<file path="config.mk">
export PLATFORM = sky130hd
export DESIGN_NAME = serial_autorate_port
export DESIGN_NICKNAME = d
export VERILOG_FILES = /design/src/common/serial_pkg.sv /design/src/core/serial_autorate_port.sv
export SDC_FILE = /design/constraint.sdc
export NUM_CORES = 1
export LEC_CHECK = 0
export ABC_AREA = 1
export BUFFER_PORTS_ARGS = -buffer_cell sky130_fd_sc_hd__buf_2
export CAP_MARGIN = 20
export CORE_UTILIZATION = 57
export DETAILED_ROUTE_END_ITERATION = 16
export PLACE_DENSITY = 0.77
export SLEW_MARGIN = 20
export SYNTH_ARGS = -nofsm -noshare
export SYNTH_HDL_FRONTEND = slang
export SYNTH_SLANG_ARGS = --single-unit
</file>
<file path="constraint.sdc">
create_clock -name aclk -period 9.56 [get_ports aclk]
set_input_delay 0.478 -clock aclk [delete_from_list [all_inputs] [get_ports aclk]]
set_output_delay 0.478 -clock aclk [all_outputs]
set_load 0.02 [all_outputs]
</file>
<file path="src/common/serial_pkg.sv">
package serial_pkg;

  localparam int ADDR_W = 8;

  typedef struct packed {
    logic [ADDR_W-1:0] awaddr;
    logic awvalid;
    logic [31:0] wdata;
    logic [3:0] wstrb;
    logic wvalid;
    logic bready;
    logic [ADDR_W-1:0] araddr;
    logic arvalid;
    logic rready;
  } axil_req_t;

  typedef struct packed {
    logic awready;
    logic wready;
    logic [1:0] bresp;
    logic bvalid;
    logic arready;
    logic [31:0] rdata;
    logic [1:0] rresp;
    logic rvalid;
  } axil_rsp_t;

  localparam logic [1:0] RESP_OKAY = 2'h0;
  localparam logic [1:0] RESP_SLVERR = 2'h2;

  // register byte addresses
  localparam logic [ADDR_W-1:0] OFS_DATA = 8'h00;
  localparam logic [ADDR_W-1:0] OFS_FIRST_CTRL = 8'h04;
  localparam logic [ADDR_W-1:0] OFS_SECOND_CTRL = 8'h08;
  localparam logic [ADDR_W-1:0] OFS_STATUS = 8'h0C;
  localparam logic [ADDR_W-1:0] OFS_DIVISOR = 8'h10;

  typedef enum logic [2:0] {
    SEL_DATA = 3'h0,
    SEL_FIRST_CTRL = 3'h1,
    SEL_SECOND_CTRL = 3'h2,
    SEL_STATUS = 3'h3,
    SEL_DIVISOR = 3'h4,
    SEL_NONE = 3'h7
  } reg_sel_t;

  // first_control_register fields
  localparam int LOOP_BACK_BIT = 0;
  localparam int XCVR_EN_BIT = 1;
  // second_control_register fields
  localparam int RX_MODE_LSB = 0;
  localparam int OPEN_DRAIN_BIT = 2;
  localparam int RX_EN_BIT = 3;
  localparam int TX_EN_BIT = 4;
  // status fields
  localparam int ST_RX_VALID_BIT = 0;
  localparam int ST_TX_BUSY_BIT = 1;
  localparam int ST_WAIT_BREAK_BIT = 2;
  localparam int ST_SYNC_ERR_BIT = 3;
  localparam int ST_FRAME_ERR_BIT = 4;
  // data read: valid flag above the byte
  localparam int DATA_VALID_BIT = 8;

  localparam logic [4:0] FIRST_CTRL_RESET = 5'h00;
  localparam logic [4:0] SECOND_CTRL_RESET = 5'h00;
  localparam logic [15:0] DIVISOR_RESET = 16'h1000;

  // receive_mode_field encodings
  localparam logic [1:0] RECEIVE_MODE_FIELD_NORMAL = 2'h0;
  localparam logic [1:0] RECEIVE_MODE_FIELD_DOUBLE = 2'h1;
  localparam logic [1:0] RECEIVE_MODE_FIELD_GENERIC_AUTO = 2'h2;
  localparam logic [1:0] RECEIVE_MODE_FIELD_LIN_AUTO = 2'h3;

  // sampling
  localparam logic [4:0] SAMPLES_NORMAL = 5'h10;
  localparam logic [4:0] SAMPLES_DOUBLE = 5'h08;
  localparam logic [4:0] VOTE_FIRST_NORMAL = 5'h08;
  localparam logic [4:0] VOTE_FIRST_DOUBLE = 5'h04;
  localparam logic [16:0] ACC_STEP = 17'h00080;

  // auto-rate
  localparam logic [3:0] BREAK_MIN = 4'hC;
  localparam logic [2:0] SYNC_FALLS = 3'h4;
  localparam logic [16:0] RATE_MIN = 17'h00064;
  localparam logic [16:0] RATE_MAX = 17'h0FFFF;

  typedef enum logic [1:0] {
    RX_IDLE = 2'b00,
    RX_START = 2'b01,
    RX_DATA = 2'b11,
    RX_STOP = 2'b10
  } rx_state_t;

  typedef enum logic [2:0] {
    TX_IDLE = 3'b000,
    TX_GUARD = 3'b001,
    TX_START = 3'b011,
    TX_DATA = 3'b010,
    TX_STOP = 3'b110
  } tx_state_t;

  typedef enum logic [1:0] {
    AB_IDLE = 2'b00,
    AB_SYNC = 2'b01,
    AB_MEAS = 2'b11
  } ab_state_t;

endpackage : serial_pkg

</file>
<file path="src/core/serial_autorate_port.sv">
// The implementer's own choices: the register offsets and the AXI4-Lite register port.
`timescale 1ns/1ps
// How it works
// - mode field 0x01 selects double-speed reception
// - double speed doubles rate for same divisor
// - 16 samples per bit, 8 in double
// - vote samples 8-9-10, or 4-5-6 double
// - 12+ low cycles is a break, sync follows
// - sync start runs counter eight bits, sets divisor
// - generic mode wait-for-break accepts any break length
// - generic update only for counts 0x0064..0xFFFF
// - lin mode ignores wait-for-break, needs 12 cycles
// - lin sync not 0x55 flags error, keeps divisor
// - loop-back feeds transmit pin into receiver
// - open drain never drives pin high
// - open drain makes pin output automatically
// - single wire receiver hears own frames
// - differential_transceiver_enable bit enables direction output control
// - direction high while sending, low after
// - direction rises one bit early, spans stop
// - differential_transceiver_enable and loop-back work together
// - start kept only if two of three low
// - mode field 03 selects lin auto-rate
module serial_autorate_port #(
  parameter int DATA_BITS = 8
) (
  // clock and reset
  input wire logic aclk,
  input wire logic aresetn,
  // register bus
  input wire serial_pkg::axil_req_t axi_req,
  output serial_pkg::axil_rsp_t axi_rsp,
  // serial pins
  input wire logic rxd_i,
  input wire logic txd_i,
  output logic txd_o,
  output logic txd_oe,
  output logic transceiver_direction_output
);
  import serial_pkg::*;

  function automatic reg_sel_t decode(input logic [ADDR_W-1:0] a);
    case (a)
      OFS_DATA: decode = SEL_DATA;
      OFS_FIRST_CTRL: decode = SEL_FIRST_CTRL;
      OFS_SECOND_CTRL: decode = SEL_SECOND_CTRL;
      OFS_STATUS: decode = SEL_STATUS;
      OFS_DIVISOR: decode = SEL_DIVISOR;
      default: decode = SEL_NONE;
    endcase
  endfunction : decode

  function automatic logic [31:0] merge(input logic [31:0] old_v, input logic [31:0] new_v,
                                        input logic [3:0] strb);
    for (int i = 0; i < 4; i++) begin
      merge[8*i +: 8] = strb[i] ? new_v[8*i +: 8] : old_v[8*i +: 8];
    end
  endfunction : merge

  function automatic logic maj3(input logic a, input logic b, input logic c);
    maj3 = (a & b) | (a & c) | (b & c);
  endfunction : maj3

  // registers
  logic [4:0] first_ctrl_r;
  logic [4:0] second_ctrl_r;
  logic [15:0] divisor_r;
  logic [7:0] rx_data_r;
  logic rx_valid_r;
  logic wait_for_break_bit_r;
  logic inconsistent_sync_error_flag_r;
  logic frame_err_r;

  logic loop_back_enable;
  logic differential_transceiver_enable;
  logic open_drain_enable;
  logic [1:0] receive_mode_field;
  logic rx_en;
  logic tx_en;
  assign loop_back_enable = first_ctrl_r[LOOP_BACK_BIT];
  assign differential_transceiver_enable = first_ctrl_r[XCVR_EN_BIT];
  assign receive_mode_field = second_ctrl_r[RX_MODE_LSB +: 2];
  assign open_drain_enable = second_ctrl_r[OPEN_DRAIN_BIT];
  assign rx_en = second_ctrl_r[RX_EN_BIT];
  assign tx_en = second_ctrl_r[TX_EN_BIT];

  logic double_speed;
  logic generic_autorate_mode;
  logic lin_constrained_autorate_mode;
  assign double_speed = (receive_mode_field == RECEIVE_MODE_FIELD_DOUBLE);
  assign generic_autorate_mode = (receive_mode_field == RECEIVE_MODE_FIELD_GENERIC_AUTO);
  assign lin_constrained_autorate_mode = (receive_mode_field == RECEIVE_MODE_FIELD_LIN_AUTO);

  logic [4:0] spb;
  logic [4:0] vote_first;
  assign spb = double_speed ? SAMPLES_DOUBLE : SAMPLES_NORMAL;
  assign vote_first = double_speed ? VOTE_FIRST_DOUBLE : VOTE_FIRST_NORMAL;

  // ---------------- bus slave ----------------
  logic aw_held_r;
  logic w_held_r;
  logic [ADDR_W-1:0] aw_addr_r;
  logic [31:0] w_data_r;
  logic [3:0] w_strb_r;
  logic bvalid_r;
  logic [1:0] bresp_r;
  logic rvalid_r;
  logic [31:0] rdata_r;
  logic [1:0] rresp_r;
  logic wr_en;
  logic rd_en;
  reg_sel_t wr_sel;
  reg_sel_t rd_sel;
  logic [31:0] rd_word;

  assign axi_rsp.awready = !aw_held_r && !bvalid_r;
  assign axi_rsp.wready = !w_held_r && !bvalid_r;
  assign axi_rsp.bvalid = bvalid_r;
  assign axi_rsp.bresp = bresp_r;
  assign axi_rsp.arready = !rvalid_r;
  assign axi_rsp.rvalid = rvalid_r;
  assign axi_rsp.rdata = rdata_r;
  assign axi_rsp.rresp = rresp_r;

  assign wr_en = aw_held_r && w_held_r && !bvalid_r;
  assign wr_sel = decode(aw_addr_r);
  assign rd_en = axi_req.arvalid && !rvalid_r;
  assign rd_sel = decode(axi_req.araddr);

  always_ff @(posedge aclk) begin
    if (!aresetn) begin
      aw_held_r <= 1'b0;
      aw_addr_r <= '0;
    end else if (axi_req.awvalid && !aw_held_r && !bvalid_r) begin
      aw_held_r <= 1'b1;
      aw_addr_r <= axi_req.awaddr;
    end else if (wr_en) begin
      aw_held_r <= 1'b0;
    end
  end

  always_ff @(posedge aclk) begin
    if (!aresetn) begin
      w_held_r <= 1'b0;
      w_data_r <= '0;
      w_strb_r <= '0;
    end else if (axi_req.wvalid && !w_held_r && !bvalid_r) begin
      w_held_r <= 1'b1;
      w_data_r <= axi_req.wdata;
      w_strb_r <= axi_req.wstrb;
    end else if (wr_en) begin
      w_held_r <= 1'b0;
    end
  end

  always_ff @(posedge aclk) begin
    if (!aresetn) begin
      bvalid_r <= 1'b0;
      bresp_r <= RESP_OKAY;
    end else if (wr_en) begin
      bvalid_r <= 1'b1;
      bresp_r <= (wr_sel == SEL_NONE) ? RESP_SLVERR : RESP_OKAY;
    end else if (axi_req.bready) begin
      bvalid_r <= 1'b0;
    end
  end

  // ---------------- rate tick ----------------
  logic [16:0] acc_r;
  logic [16:0] acc_sum;
  logic tick;
  assign acc_sum = acc_r + ACC_STEP;
  assign tick = (acc_sum >= {1'b0, divisor_r});

  always_ff @(posedge aclk) begin
    if (!aresetn) begin
      acc_r <= '0;
    end else if (tick) begin
      acc_r <= acc_sum - {1'b0, divisor_r};
    end else begin
      acc_r <= acc_sum;
    end
  end

  // ---------------- pin synchronisers ----------------
  logic rxd_s1_r;
  logic rxd_s2_r;
  logic txd_s1_r;
  logic txd_s2_r;
  logic rx_line;
  logic line_prev_r;

  always_ff @(posedge aclk) begin
    if (!aresetn) begin
      rxd_s1_r <= 1'b1;
      rxd_s2_r <= 1'b1;
      txd_s1_r <= 1'b1;
      txd_s2_r <= 1'b1;
      line_prev_r <= 1'b1;
    end else begin
      rxd_s1_r <= rxd_i;
      rxd_s2_r <= rxd_s1_r;
      txd_s1_r <= txd_i;
      txd_s2_r <= txd_s1_r;
      line_prev_r <= rx_line;
    end
  end

  // shared line: with loop-back set, receiver listens to the transmit pin itself
  assign rx_line = loop_back_enable ? txd_s2_r : rxd_s2_r;

  // ---------------- auto-rate ----------------
  ab_state_t ab_st_r;
  logic [3:0] low_cnt_r;
  logic [16:0] ab_cnt_r;
  logic [16:0] intv_r;
  logic [16:0] first_intv_r;
  logic [3:0] edges_r;
  logic [2:0] falls_r;
  logic ab_bad_r;
  logic auto_mode;
  logic rise;
  logic fall;
  logic break_seen;
  logic ab_finish;
  logic ab_load;
  logic ab_sync_err;
  logic intv_off;
  logic [18:0] intv2;
  logic [18:0] first3;

  assign auto_mode = generic_autorate_mode || lin_constrained_autorate_mode;
  assign rise = rx_line && !line_prev_r;
  assign fall = !rx_line && line_prev_r;
  assign break_seen = auto_mode && rise && ((low_cnt_r >= BREAK_MIN)
    || (generic_autorate_mode && wait_for_break_bit_r));
  assign ab_finish = (ab_st_r == AB_MEAS) && fall && (falls_r == SYNC_FALLS - 3'h1);
  assign intv2 = {1'b0, intv_r, 1'b0};
  assign first3 = {2'b00, first_intv_r} + {1'b0, first_intv_r, 1'b0};
  assign intv_off = (edges_r != 4'h0)
    && ((intv2 < {2'b00, first_intv_r}) || (intv2 > first3));
  assign ab_load = ab_finish && (generic_autorate_mode
    ? (ab_cnt_r >= RATE_MIN && ab_cnt_r <= RATE_MAX)
    : (!ab_bad_r && !intv_off && ab_cnt_r <= RATE_MAX));
  assign ab_sync_err = ab_finish && lin_constrained_autorate_mode
    && (ab_bad_r || intv_off || ab_cnt_r > RATE_MAX);

  always_ff @(posedge aclk) begin
    if (!aresetn) begin
      low_cnt_r <= '0;
    end else if (rx_line) begin
      low_cnt_r <= '0;
    end else if (low_cnt_r != 4'hF) begin
      low_cnt_r <= low_cnt_r + 4'h1;
    end
  end

  always_ff @(posedge aclk) begin
    if (!aresetn || !auto_mode) begin
      ab_st_r <= AB_IDLE;
      ab_cnt_r <= '0;
      intv_r <= '0;
      first_intv_r <= '0;
      edges_r <= '0;
      falls_r <= '0;
      ab_bad_r <= 1'b0;
    end else begin
      case (ab_st_r)
        AB_IDLE: begin
          if (break_seen) begin
            ab_st_r <= AB_SYNC;
          end
        end
        AB_SYNC: begin
          if (fall) begin
            ab_st_r <= AB_MEAS;
            ab_cnt_r <= 17'h00001;
            intv_r <= 17'h00001;
            edges_r <= '0;
            falls_r <= '0;
            ab_bad_r <= 1'b0;
          end
        end
        AB_MEAS: begin
          if (ab_cnt_r <= RATE_MAX) begin
            ab_cnt_r <= ab_cnt_r + 17'h00001;
          end
          if (rise || fall) begin
            intv_r <= 17'h00001;
            edges_r <= edges_r + 4'h1;
            if (edges_r == 4'h0) begin
              first_intv_r <= intv_r;
            end
            if (intv_off) begin
              ab_bad_r <= 1'b1;
            end
            if (fall) begin
              falls_r <= falls_r + 3'h1;
            end
          end else if (intv_r <= RATE_MAX) begin
            intv_r <= intv_r + 17'h00001;
          end
          if (ab_finish) begin
            ab_st_r <= AB_IDLE;
          end
        end
        default: ab_st_r <= AB_IDLE;
      endcase
    end
  end

  // ---------------- receiver ----------------
  rx_state_t rx_st_r;
  logic [4:0] rx_cnt_r;
  logic [1:0] vote_r;
  logic [3:0] rx_idx_r;
  logic [7:0] rx_shift_r;
  logic rx_done_r;
  logic rx_ferr_r;
  logic bit_val;
  logic ab_busy;
  assign ab_busy = (ab_st_r != AB_IDLE) || break_seen;
  assign bit_val = maj3(vote_r[1], vote_r[0], rx_line);

  always_ff @(posedge aclk) begin
    if (!aresetn) begin
      rx_st_r <= RX_IDLE;
      rx_cnt_r <= '0;
      vote_r <= '0;
      rx_idx_r <= '0;
      rx_shift_r <= '0;
      rx_done_r <= 1'b0;
      rx_ferr_r <= 1'b0;
    end else begin
      rx_done_r <= 1'b0;
      if (ab_busy || !rx_en) begin
        rx_st_r <= RX_IDLE;
      end else if (tick) begin
        if (rx_st_r == RX_IDLE) begin
          if (!rx_line) begin
            rx_st_r <= RX_START;
            rx_cnt_r <= 5'h01;
          end
        end else begin
          rx_cnt_r <= (rx_cnt_r == spb) ? 5'h01 : rx_cnt_r + 5'h01;
          if (rx_cnt_r == vote_first || rx_cnt_r == vote_first + 5'h01) begin
            vote_r <= {vote_r[0], rx_line};
          end
          if (rx_cnt_r == vote_first + 5'h02) begin
            case (rx_st_r)
              RX_START: begin
                rx_st_r <= bit_val ? RX_IDLE : RX_DATA;
                rx_idx_r <= '0;
              end
              RX_DATA: begin
                rx_shift_r <= {bit_val, rx_shift_r[7:1]};
                rx_idx_r <= rx_idx_r + 4'h1;
                if (rx_idx_r == 4'(DATA_BITS - 1)) begin
                  rx_st_r <= RX_STOP;
                end
              end
              default: begin
                rx_st_r <= RX_IDLE;
                rx_done_r <= 1'b1;
                rx_ferr_r <= !bit_val;
              end
            endcase
          end
        end
      end
    end
  end

  // ---------------- transmitter ----------------
  tx_state_t tx_st_r;
  logic [4:0] tx_cnt_r;
  logic [3:0] tx_idx_r;
  logic [7:0] tx_shift_r;
  logic tx_bit_r;
  logic tx_go;
  logic bit_end;
  assign tx_go = wr_en && (wr_sel == SEL_DATA) && w_strb_r[0] && tx_en && (tx_st_r == TX_IDLE);
  assign bit_end = tick && (tx_cnt_r == spb);

  always_ff @(posedge aclk) begin
    if (!aresetn) begin
      tx_st_r <= TX_IDLE;
      tx_cnt_r <= '0;
      tx_idx_r <= '0;
      tx_shift_r <= '0;
      tx_bit_r <= 1'b1;
    end else begin
      if (tick) begin
        tx_cnt_r <= (tx_cnt_r == spb) ? 5'h01 : tx_cnt_r + 5'h01;
      end
      case (tx_st_r)
        TX_IDLE: begin
          tx_bit_r <= 1'b1;
          if (tx_go) begin
            tx_shift_r <= w_data_r[7:0];
            tx_cnt_r <= 5'h01;
            // guard bit only ahead of an external driver
            tx_st_r <= differential_transceiver_enable ? TX_GUARD : TX_START;
            tx_bit_r <= differential_transceiver_enable;
          end
        end
        TX_GUARD: if (bit_end) begin
          tx_st_r <= TX_START;
          tx_bit_r <= 1'b0;
        end
        TX_START: if (bit_end) begin
          tx_st_r <= TX_DATA;
          tx_idx_r <= '0;
          tx_bit_r <= tx_shift_r[0];
          tx_shift_r <= {1'b1, tx_shift_r[7:1]};
        end
        TX_DATA: if (bit_end) begin
          tx_idx_r <= tx_idx_r + 4'h1;
          if (tx_idx_r == 4'(DATA_BITS - 1)) begin
            tx_st_r <= TX_STOP;
            tx_bit_r <= 1'b1;
          end else begin
            tx_bit_r <= tx_shift_r[0];
            tx_shift_r <= {1'b1, tx_shift_r[7:1]};
          end
        end
        TX_STOP: if (bit_end) begin
          tx_st_r <= TX_IDLE;
        end
        default: tx_st_r <= TX_IDLE;
      endcase
    end
  end

  // start bit must leave from the next state, so drive start level on entry
  always_ff @(posedge aclk) begin
    if (!aresetn) begin
      txd_o <= 1'b1;
      txd_oe <= 1'b0;
      transceiver_direction_output <= 1'b0;
    end else begin
      txd_o <= open_drain_enable ? 1'b0 : tx_bit_r;
      txd_oe <= open_drain_enable ? !tx_bit_r : tx_en;
      transceiver_direction_output <= differential_transceiver_enable
        && (tx_st_r != TX_IDLE);
    end
  end

  // ---------------- register file ----------------
  always_ff @(posedge aclk) begin
    if (!aresetn) begin
      first_ctrl_r <= FIRST_CTRL_RESET;
      second_ctrl_r <= SECOND_CTRL_RESET;
    end else if (wr_en && w_strb_r[0]) begin
      if (wr_sel == SEL_FIRST_CTRL) begin
        first_ctrl_r <= {3'h0, w_data_r[XCVR_EN_BIT], w_data_r[LOOP_BACK_BIT]};
      end
      if (wr_sel == SEL_SECOND_CTRL) begin
        second_ctrl_r <= w_data_r[4:0];
      end
    end
  end

  logic [31:0] div_merged;
  assign div_merged = merge({16'h0000, divisor_r}, w_data_r, w_strb_r);

  always_ff @(posedge aclk) begin
    if (!aresetn) begin
      divisor_r <= DIVISOR_RESET;
    end else if (ab_load) begin
      divisor_r <= ab_cnt_r[15:0];
    end else if (wr_en && wr_sel == SEL_DIVISOR) begin
      divisor_r <= div_merged[15:0];
    end
  end

  always_ff @(posedge aclk) begin
    if (!aresetn) begin
      rx_data_r <= '0;
      rx_valid_r <= 1'b0;
      frame_err_r <= 1'b0;
    end else if (rx_done_r) begin
      rx_data_r <= rx_shift_r;
      rx_valid_r <= 1'b1;
      frame_err_r <= rx_ferr_r || frame_err_r;
    end else begin
      if (rd_en && rd_sel == SEL_DATA) begin
        rx_valid_r <= 1'b0;
      end
      if (wr_en && wr_sel == SEL_STATUS && w_strb_r[0] && w_data_r[ST_FRAME_ERR_BIT]) begin
        frame_err_r <= 1'b0;
      end
    end
  end

  always_ff @(posedge aclk) begin
    if (!aresetn) begin
      wait_for_break_bit_r <= 1'b0;
      inconsistent_sync_error_flag_r <= 1'b0;
    end else begin
      if (wr_en && wr_sel == SEL_STATUS && w_strb_r[0] && w_data_r[ST_WAIT_BREAK_BIT]) begin
        wait_for_break_bit_r <= 1'b1;
      end else if (break_seen && ab_st_r == AB_IDLE) begin
        wait_for_break_bit_r <= 1'b0;
      end
      if (ab_sync_err) begin
        inconsistent_sync_error_flag_r <= 1'b1;
      end else if (wr_en && wr_sel == SEL_STATUS && w_strb_r[0]
                   && w_data_r[ST_SYNC_ERR_BIT]) begin
        inconsistent_sync_error_flag_r <= 1'b0;
      end
    end
  end

  always_comb begin
    rd_word = '0;
    case (rd_sel)
      SEL_DATA: rd_word = {23'h000000, rx_valid_r, rx_data_r};
      SEL_FIRST_CTRL: rd_word = {27'h0000000, first_ctrl_r};
      SEL_SECOND_CTRL: rd_word = {27'h0000000, second_ctrl_r};
      SEL_STATUS: begin
        rd_word[ST_RX_VALID_BIT] = rx_valid_r;
        rd_word[ST_TX_BUSY_BIT] = (tx_st_r != TX_IDLE);
        rd_word[ST_WAIT_BREAK_BIT] = wait_for_break_bit_r;
        rd_word[ST_SYNC_ERR_BIT] = inconsistent_sync_error_flag_r;
        rd_word[ST_FRAME_ERR_BIT] = frame_err_r;
      end
      SEL_DIVISOR: rd_word = {16'h0000, divisor_r};
      default: rd_word = '0;
    endcase
  end

  always_ff @(posedge aclk) begin
    if (!aresetn) begin
      rvalid_r <= 1'b0;
      rdata_r <= '0;
      rresp_r <= RESP_OKAY;
    end else if (rd_en) begin
      rvalid_r <= 1'b1;
      rdata_r <= rd_word;
      rresp_r <= (rd_sel == SEL_NONE) ? RESP_SLVERR : RESP_OKAY;
    end else if (axi_req.rready) begin
      rvalid_r <= 1'b0;
    end
  end

endmodule : serial_autorate_port
</file>
==> results of run 1 <==
-- cell families after synthesis --
family / after synthesis / share of synthesized area
DFF: 217 / 0.3567
AOI/OAI and AO/OA: 390 / 0.1753
other: 1 / 0.0003079
adders and majority gates: 89 / 0.09328
xor gates and xnor gates: 41 / 0.03010
buffers and inverters: 287 / 0.09801
and+or+nand+nor: 691 / 0.2464
-- power by group --
group / total [mW] / internal, mW / switching (mW) / leakage (nW)
clock network: 0.873 / 0.509 / 0.364 / 0.363
logic: 0.632 / 0.223 / 0.410 / 3.62
registers: 1.01 / 0.966 / 0.0437 / 1.76
total: 2.51 / 1.70 / 0.817 / 5.75
-- critical path, delay by kind of cell (launching register included) --
family / cells / cell delay [ps]
compound gates: 7 / 1480
fa+ha+maj: 3 / 970
flops: 1 / 370
simple gates: 21 / 2260
-- registers in the layout, summed over array words and instances (netlist names), 16 cells and up --
register	cells
ab_cnt_r	17
acc_r	17
divisor_r	16
first_intv_r	17
intv_r	17
rdata_r	16
w_data_r	16
-- metrics by stage --
step | setup WS (ps) | util
2_1_floorplan | 5602 | -
3_3_place_gp | 4675 | 0.6016
3_5_place_dp | 4504 | 0.6016
4_1_cts | 4519 | 0.6368
5_1_grt | 3689 | 0.6368
6_report | 4421 | 0.6368
-- layout make-up --
type                       instances  share of cell area
clock buffer                      32             0.04941
timing repair buffer              73             0.02832
multi-input combinational       1229              0.5029
tap                              275             0.02579
inverter                         221             0.06217
clock inverter                     9            0.005907
sequential                       217              0.3256
-- routing by layer --
layer / vias up / wire [um] / GRT usage
met4: 0 / 489 / 0.06546
met2: 242 / 12900 / 0.4261
met3: 34 / 1427 / 0.02730
met1: 5146 / 13560 / 0.3655
li1: 5758 / - / -
met5: - / 0 / 0
-- cell usage after synthesis, drive strengths merged, types with 8 or more instances --
master / instances / area (sq um)
xnor2: 22 / 200.2
clkbuf: 36 / 135.1
dfxtp: 217 / 4344
nand3: 106 / 540.5
nor2: 160 / 608.1
nand2: 343 / 1315
buf: 30 / 229.0
ha: 86 / 1076
a211oi: 26 / 195.2
o21ai: 134 / 674.4
a21oi: 191 / 963.4
or2: 8 / 50.05
nand4: 22 / 158.9
nor3: 39 / 227.7
xor2: 19 / 166.4
inv: 220 / 825.8
-- final timing paths --
check,endpoint,depth (start not counted)
setup / recovery,divisor_r[0],31
hold / removal,rxd_s1_r,2
setup reg to reg,divisor_r[0],31
hold reg to reg,txd_s2_r,1
==> flow_summary_export.csv, run 1 <==
group,metric,value,unit
clock_tree,clockBufferDepth,3,
detailed_routing,drcViolationCount,0,
setup_path,critical_path.slowest_cell,"fa_1",
worst_hold_path,hp-class,"in -> reg",
placement,placed_cells,2015,
setup_path,startpoint,"first_intv_r[1]",
detailed_routing,first_pass_iters,5,
grt,grt_pass1_wl,47710,um
setup_path,worst_path_most_repeated_cell,"nand2_1",
timing,hold_viol,0,
detailed_routing,vias_per_cell,5.438,
floorplan,rows,53,
grt,grt_start_max_net_pins,79,
timing,worst_slew_pin_slew,895.1,ps
placement,placed_cell_area,12610,sq um
yosys,ys_seq_elements,217,
detailed_routing,routed_wl,28380,um
clock_tree,cts_resized,0,
timing,whs,147.6,ps
timing,grt_setup_unrepaired,"false",
setup_path,required,10010,ps
yosys,synth_seq_area_share,0.3567,
clock_tree,clk_pin_slew,60,ps
floorplan,die_height,148.2,um
placement,dp_hpwl,20830,um
timing,setup_viol,0,
clock_tree,htreeDepth,1,
detailed_routing,ant_nets,0,
finish,fillers,1899,
clock_tree,cts_buffers,23,
yosys,synthesis.area,12180,sq um
timing,fin_skew,23.25,ps
finish,fin_area,13340,sq um
finish,final-seq-area,4344,sq um
setup_path,critical_path_arrival,5580,ps
timing,period_share,0.5375,
timing,tns,0,ps
finish,drive_gt1_frac,0.08254,
worst_hold_path,hp-start,"rxd_i",
power,p_leak,5.746,nW
floorplan,io_pins,105,
clock_tree,cts-hold-fix-buffers,0,
grt,grt-ovfl-total,0,
finish,multi_input_area,6710,sq um
finish,synthToLayoutAreaGrowth,9.564,%
clock_tree,clock-sinks,217,
clock_tree,clk_latency,520,ps
clock_tree,cts_root_buf,"clkbuf_16",
placement,gp_congestion,0.8608,
floorplan,die-area,21960,sq um
timing,min_period,5139,ps
setup_path,crit_path_start_kind,"flip-flop",
grt,grt_pass1_vias,10340,
clock_tree,cts_tree,"done",
floorplan,core,20960,sq um
setup_path,critical-path-max-stage-delay,410,ps
finish,fin_cells,2056,
power,power.total,2.515,mW
timing,slew_violations,0,
outcome,status,"finished, final reports clean",
yosys,synth-edff-count,0,
setup_path,reg2reg_setup_slack,4420,ps
placement,port_buffers,68,
grt,gr-usage-all-layers,0.2603,
yosys,yosysUniqueCellTypes,60,
clock_tree,cts_setup_buffers,0,
detailed_routing,via_count,11180,
setup_path,critPathCaptureType,"flip-flop",
detailed_routing,drt_iter0_drc,726,
setup_path,cp_max_fo,32,
yosys,ys_async_sr_fraction,0,
finish,final_cell_mix,"nand2_1 (334), inv_1 (217), dfxtp_1 (217)",
timing,fmax,194.6,MHz
flow_run,maxCapViolCount,0,
power,vdd_ir_drop_max,142.7,uV
floorplan,die_w,148.2,um
yosys,ys.flop_type,"dfxtp_1",
floorplan,start_util,0.5812,
power,power.density,188.5,nW/um^2
timing,slew_headroom,0.3983,
finish,layout.nets,1915,
detailed_routing,wl_per_cell,13.80,um
yosys,yosys_warnings,0,
yosys,synthCells,1716,
finish,antennaDiodeCount,0,
setup_path,path_class,"reg -> reg",
yosys,avgSynthCellArea,7.097,sq um
finish,final_common_cell,"nand2_1",
grt,antenna_found_initial,0,
setup_path,r2r-start,"first_intv_r[1]",
Note: power is estimated with default switching activity, not from simulation.
==> inputs of run 2 (changes only) <==
--- a/config.mk
+++ b/config.mk
@@ -5,10 +5,10 @@
 export SDC_FILE = /design/constraint.sdc
 export NUM_CORES = 1
 export LEC_CHECK = 0
-export ABC_AREA = 1
+export ABC_AREA = 0
 export BUFFER_PORTS_ARGS = -buffer_cell sky130_fd_sc_hd__buf_2
 export CAP_MARGIN = 20
-export CORE_UTILIZATION = 57
+export CORE_UTILIZATION = 55
 export DETAILED_ROUTE_END_ITERATION = 16
 export PLACE_DENSITY = 0.77
 export SLEW_MARGIN = 20
==> constraint.sdc (replaced) <==
create_clock -name aclk -period 4.25 [get_ports aclk]
set_input_delay 0.2125 -clock aclk [delete_from_list [all_inputs] [get_ports aclk]]
set_output_delay 0.2125 -clock aclk [all_outputs]
set_load 0.02 [all_outputs]
==> run 2 against run 1 <==
  * Sequential power rose by 120%
  * Register-to-register slack got worse by 4200 ps
  * Via count fell by 3.0%
  * Largest power group is now the clock network
  * Critical path depth fell by 13
  * Combinational power rose by 99%
  * Power rose by 120%
  * Non-clock buffer count rose by 41
  * Largest cell class unchanged
  * First-iteration DRC count rose by 16%
  * Sequential cell count did not move
  * Die area rose by 3.0%
  * Count of clock-buffer cells in the layout rose by 7
  * Sequential share of layout area fell by 1.1 points
==> flow_summary_export.csv, run 2 <==
group,metric,value,unit
timing,hold_viol,0,
grt,grt_pass1_vias,10140,
placement,gp_congestion,0.9145,
timing,slew_headroom,0.3095,
worst_hold_path,hp-class,"in -> reg",
power,power.density,409.8,nW/um^2
yosys,ys.flop_type,"dfxtp_1",
timing,fin_skew,13.65,ps
grt,grt_start_max_net_pins,70,
power,p_leak,5.382,nW
setup_path,startpoint,"first_intv_r[0]",
setup_path,critical_path_arrival,4510,ps
setup_path,critical-path-max-stage-delay,380,ps
power,combPwrFrac,0.222,
timing,period_share,0.9566,
power,clkPwrFrac,0.390,
placement,port_buffers,68,
worst_hold_path,hp-start,"aresetn",
yosys,synthTopCellsByArea,"dfxtp_1 (36%), ha_1 (8.9%), nand2_1 (8.2%)",
timing,tns,0,ps
detailed_routing,drcViolationCount,0,
clock_tree,clk_latency,530,ps
yosys,synthesis.area,12110,sq um
power,p_int,3.972,mW
timing,setup_viol,0,
detailed_routing,drt_iter0_drc,840,
finish,antennaDiodeCount,0,
power,seqPwrFrac,0.388,
finish,fillers,1808,
setup_path,critical_path.slowest_cell,"fa_2",
setup_path,crit_buf_inv,1,
placement,dp_hpwl,21760,um
grt,gr-usage-all-layers,0.2736,
power,p_sw,1.686,mW
detailed_routing,vias_per_cell,5.792,
yosys,ys_async_sr_fraction,0,
finish,drive_gt1_frac,0.1045,
setup_path,cp_max_fo,16,
floorplan,core,21290,sq um
flow_run,maxCapViolCount,0,
detailed_routing,first_pass_iters,5,
timing,grt_setup_unrepaired,"false",
setup_path,critPathCaptureType,"flip-flop",
yosys,synthCells,1495,
yosys,avgSynthCellArea,8.101,sq um
setup_path,path_class,"reg -> reg",
floorplan,die-area,22620,sq um
setup_path,r2r-start,"first_intv_r[0]",
power,p_sw_frac,0.2980,
outcome,status,"finished, final reports clean",
finish,final_common_cell,"nand2_1",
clock_tree,cts_root_buf,"clkbuf_16",
clock_tree,htreeDepth,1,
timing,worst_slew_pin_slew,1021,ps
yosys,synth_seq_area_share,0.3587,
grt,antenna_found_initial,0,
yosys,yosys_warnings,0,
timing,slew_violations,0,
grt,grt-ovfl-total,0,
setup_path,crit_family,"compound AO/OA/AOI/OAI gates",
clock_tree,clk_pin_slew,60,ps
yosys,yosysUniqueCellTypes,80,
clock_tree,clockBufferDepth,3,
yosys,ys_seq_elements,217,
floorplan,rows,53,
setup_path,crit_path_start_kind,"flip-flop",
clock_tree,cts_tree,"done",
floorplan,die_w,150.4,um
power,vdd_ir_drop_max,309.0,uV
clock_tree,clock-sinks,217,
setup_path,crit_path_cell_trace,"ha_1 > fa_2 > a211o_1 > a21oi_2 > o21ai_2 > a21oi_2 > a21oi_2 > a21oi_1 > o21bai_1 > xnor2_1 > ha_1 > a211o_1 > a221oi_1 > a211o_1 > and3b_1 > nor2_2 > buf_12 > mux2i_1",
detailed_routing,wl_per_cell,16.51,um
yosys,synth_top_area_frac,0.3587,
setup_path,required,4700,ps
finish,layout.nets,1731,
detailed_routing,ant_nets,0,
grt,grt_pass1_wl,49560,um
clock_tree,cts_buffers,25,
timing,min_period,4065,ps
timing,fmax,246.0,MHz
yosys,synth-edff-count,0,
detailed_routing,via_count,10850,
finish,synthToLayoutAreaGrowth,14.01,%
floorplan,die_height,150.4,um
finish,final_cell_mix,"nand2_1 (263), dfxtp_1 (217), a21oi_1 (133)",
yosys,synth_commonest_cells,"nand2_1 (263), dfxtp_1 (217), a21oi_1 (138)",
detailed_routing,routed_wl,30930,um
yosys,synth_most_common_cell,"nand2_1",
power,power.total,5.658,mW
floorplan,io_pins,105,
floorplan,start_util,0.5689,
yosys,yosysTopAreaCell,"dfxtp_1",
[run 2: cell type report]
cell class / instances / area (sq um) / share of cell area
Clock buffer: 39 / 768.2 / 0.05564
Sequential cell: 217 / 4344 / 0.3146
Tap cell: 275 / 344.1 / 0.02492
Inverter: 72 / 270.3 / 0.01957
Timing Repair Buffer: 114 / 775.7 / 0.05618
Clock inverter: 5 / 78.83 / 0.005709
Multi-Input combinational cell: 1151 / 7226 / 0.5233
[run 2: per-layer routing]
metal / track usage / share of wire / vias up
li1: - / - / 5376
met1: 0.3446 / 0.43 / 5078
met2: 0.4654 / 0.47 / 319
met3: 0.03818 / 0.062 / 76
met4: 0.1167 / 0.037 / 0
met5: 0 / 0 / -
[run 2: kinds of logic (layout without fill, tap and decap cells)]
group	count (synthesis)	in the layout	share of synthesized area
buffers and inverters	144	230	0.05352
muxes	66	66	0.05610
other	1	18	0.0003097
xor gates and xnor gates	64	64	0.04629
and+or+nand+nor	613	613	0.2341
adders and majority gates	89	89	0.09381
DFF	217	217	0.3587
AOI/OAI and AO/OA	301	301	0.1571
[run 2: per-stage QoR]
step                      utilization  hold slack [ps]  std cells  instance area, sq um  worst slack (ps)
after floorplan                     -            312.6       1512                 12170             154.6
after global placement         0.5921            397.9       1797                 12600             93.29
after detailed placement       0.5924            401.7       1797                 12610            -55.45
after CTS                      0.6473            48.71       1872                 13780             13.55
after global routing           0.6486            72.96       1873                 13810             10.99
final                          0.6486            58.94       1873                 13810             184.6
[run 2: final timing paths]
kind / to / slack (ps) / depth (start not counted)
min reg2reg: txd_s2_r / 410 / 1
min: rxd_s2_r / 60 / 2
max: divisor_r[15] / 180 / 18
max reg2reg: divisor_r[15] / 180 / 18
[run 2: power groups by stage]
stage / Clock [mW] / Sequential (mW) / Combinational [mW]
2_1_floorplan: 0 / 2.22 / 0.998
3_3_place_gp: 0 / 2.23 / 1.19
3_5_place_dp: 0 / 2.24 / 1.21
4_1_cts: 2.23 / 2.19 / 1.25
5_1_grt: 2.30 / 2.21 / 1.39
6_report: 2.21 / 2.19 / 1.26
[run 2: what timing repair did]
item	4_1_cts	5_1_grt
setup buffers	0	1
pin swaps	1	5
hold buffers	31	0
gates resized for setup	2	8
cloned	0	0
hold endpoints to repair	30	0
endpoints found under the setup margin	16	17
[run 2: worst reg2reg max path, cell delays in order, from the launching register on]
cell	delay (ps)
dfxtp_1	330
ha_1	220
fa_2	380
a211o_1	320
a21oi_2	200
o21ai_2	110
a21oi_2	190
a21oi_2	100
a21oi_1	150
o21bai_1	80
xnor2_1	130
ha_1	310
a211o_1	270
a221oi_1	220
a211o_1	210
and3b_1	200
nor2_2	160
buf_12	190
mux2i_1	230
==> inputs of run 3 (changes only) <==
--- a/config.mk
+++ b/config.mk
@@ -10,7 +10,7 @@
 export CAP_MARGIN = 20
 export CORE_UTILIZATION = 55
 export DETAILED_ROUTE_END_ITERATION = 16
-export PLACE_DENSITY = 0.77
+export PLACE_DENSITY = 0.87
 export SLEW_MARGIN = 20
 export SYNTH_ARGS = -nofsm -noshare
 export SYNTH_HDL_FRONTEND = slang
==> run 3 against run 2 <==
  * Sequential cell count unchanged
  * Worst hold slack better by 130 ps
  * Critical path depth down 3
  * Worst setup slack worse by 94 ps
  * Sequential power about the same
  * Clock skew up 2.5 ps
  * Register-to-register slack worse by 90 ps
  * Highest routed layer unchanged
==> flow_summary_export.csv, run 3 (synthesis gave the netlist of run 2 again) <==
group,metric,value,unit
timing,period_share,0.9787,
power,vdd_ir_drop_max,312.6,uV
timing,hold_viol,0,
floorplan,die-area,22620,sq um
setup_path,critical-path-max-stage-delay,500,ps
setup_path,startpoint,"first_intv_r[3]",
power,p_sw_frac,0.3033,
setup_path,crit_path_start_kind,"flip-flop",
placement,gp_congestion,0.8989,
finish,layout.nets,1736,
setup_path,crit_path_cell_trace,"ha_1 > a21oi_1 > nor2b_1 > or3_1 > a21o_1 > a21oi_1 > xor2_1 > ha_1 > a21o_1 > a221o_1 > a221oi_1 > a211o_1 > and3b_1 > or4_1 > o31ai_1",
setup_path,cp_max_fo,5,
setup_path,crit_end,"divisor_r[0]",
finish,antennaDiodeCount,0,
timing,worst_slew_pin_slew,937.4,ps
power,p_leak,5.428,nW
timing,fmax,240.4,MHz
finish,multi_input_area,7229,sq um
finish,fin_cells,1880,
finish,final-seq-area,4344,sq um
setup_path,r2r-start,"first_intv_r[3]",
timing,whs,187.5,ps
flow_run,maxCapViolCount,0,
finish,synthToLayoutAreaGrowth,14.97,%
timing,fin_skew,16.19,ps
floorplan,core,21290,sq um
outcome,status,"finished, final reports clean",
detailed_routing,drt_iter0_drc,962,
detailed_routing,first_pass_iters,7,
clock_tree,clockBufferDepth,3,
grt,antenna_found_initial,0,
setup_path,critPathCaptureType,"flip-flop",
clock_tree,cts_root_buf,"clkbuf_16",
power,clkPwrFrac,0.401,
setup_path,path_class,"reg -> reg",
detailed_routing,via_count,11350,
setup_path,worstReg2RegEnd,"divisor_r[0]",
floorplan,io_pins,105,
clock_tree,cts_buffers,25,
grt,grt-ovfl-total,0,
detailed_routing,routed_wl,32390,um
clock_tree,clock-sinks,217,
setup_path,cp.depth,15,
clock_tree,htreeDepth,1,
clock_tree,clk_latency,540,ps
setup_path,crit_buf_inv,0,
floorplan,die_w,150.4,um
detailed_routing,drcViolationCount,0,
setup_path,reg2reg_setup_slack,90,ps
floorplan,start_util,0.5689,
grt,grt_start_max_net_pins,86,
setup_path,crit_family,"compound AO/OA/AOI/OAI gates",
timing,setup_viol,0,
finish,fillers,1603,
power,p_sw,1.786,mW
timing,slew_violations,0,
placement,placed_cells,1800,
clock_tree,cts_tree,"done",
power,p_int,4.102,mW
finish,final_common_cell,"nand2_1",
timing,slew_headroom,0.3717,
grt,grt_pass1_vias,11030,
detailed_routing,ant_nets,0,
grt,grt_pass1_wl,52540,um
setup_path,critical_path_arrival,4600,ps
power,power.density,422.9,nW/um^2
setup_path,required,4690,ps
grt,gr-usage-all-layers,0.2879,
detailed_routing,vias_per_cell,6.039,
setup_path,reg2regPathDepth,15,
detailed_routing,wl_per_cell,17.23,um
setup_path,critical_path.slowest_cell,"or4_1",
floorplan,die_height,150.4,um
power,seqPwrFrac,0.373,
placement,dp_hpwl,21920,um
clock_tree,clk_pin_slew,60,ps
finish,drive_gt1_frac,0.1103,
finish,final_cell_mix,"nand2_1 (263), dfxtp_1 (217), a21oi_1 (132)",
power,combPwrFrac,0.226,
worst_hold_path,hp-class,"in -> reg",
floorplan,rows,53,
timing,min_period,4159,ps
placement,port_buffers,68,
## run 3: stage by stage
step	power (mW)	utilization	setup slack (ps)	setup TNS, ps	cell area [sq um]
final	5.888	0.6541	90.65	0	13920
after global routing	6.117	0.6541	-91.82	-965.8	13920
after CTS	5.875	0.6522	12.22	0	13880
after detailed placement	3.518	0.5929	-29.22	-29.22	12620
after global placement	3.488	0.5929	122.0	0	12620
after floorplan	3.222	-	154.6	0	12170
## run 3: layout make-up
cell class,instances,area share
clock inverters,10,0.01294
inverters,72,0.01941
multi-input cells,1151,0.5192
clock buffers,36,0.05293
well taps,275,0.02471
flip-flops and latches,217,0.3120
repair buffers,119,0.05877
## run 3: worst register-to-register path: stages, from the launching register on
cell      delay (ps)
dfxtp_1          340
ha_1             380
a21oi_1          240
nor2b_1          100
or3_1            400
a21o_1           200
a21oi_1          170
xor2_1           170
ha_1             260
a21o_1           160
a221o_1          330
a221oi_1         300
a211o_1          210
and3b_1          200
or4_1            500
o31ai_1          100
## run 3: repair_timing
action                     4_1_cts  5_1_grt
setup endpoints to repair        4       17
pin swaps                        3        4
hold buffers                    33        0
hold endpoints to repair        30        0
gates resized for setup          3       11
buffers inserted                 1        0
## run 3: routing by layer
layer	wire, um	GRT usage
met1	12940	0.3464
met2	15680	0.4933
met3	2642	0.05364
met4	1135	0.1364
met5	0	0
## run 3: worst min path at each step
stage / slack, ps / startpoint / end / cells past startpoint
2_1_floorplan: 310 / axi_req[0] / rvalid_r / 1
3_3_place_gp: 390 / rxd_s1_r / rxd_s2_r / 1
3_5_place_dp: 400 / rxd_i / rxd_s1_r / 2
4_1_cts: 150 / axi_req[48] / aw_held_r / 3
5_1_grt: 220 / axi_req[48] / aw_held_r / 3
6_report: 190 / axi_req[48] / aw_addr_r[4] / 4
## run 3: power by group through the flow
stage               Sequential, mW  Combinational (mW)  Clock (mW)
global placement              2.23                1.25           0
global route                  2.21                1.45        2.46
finish                        2.20                1.33        2.36
CTS                           2.20                1.31        2.37
detailed placement            2.24                1.28           0
floorplan                     2.22               0.998           0
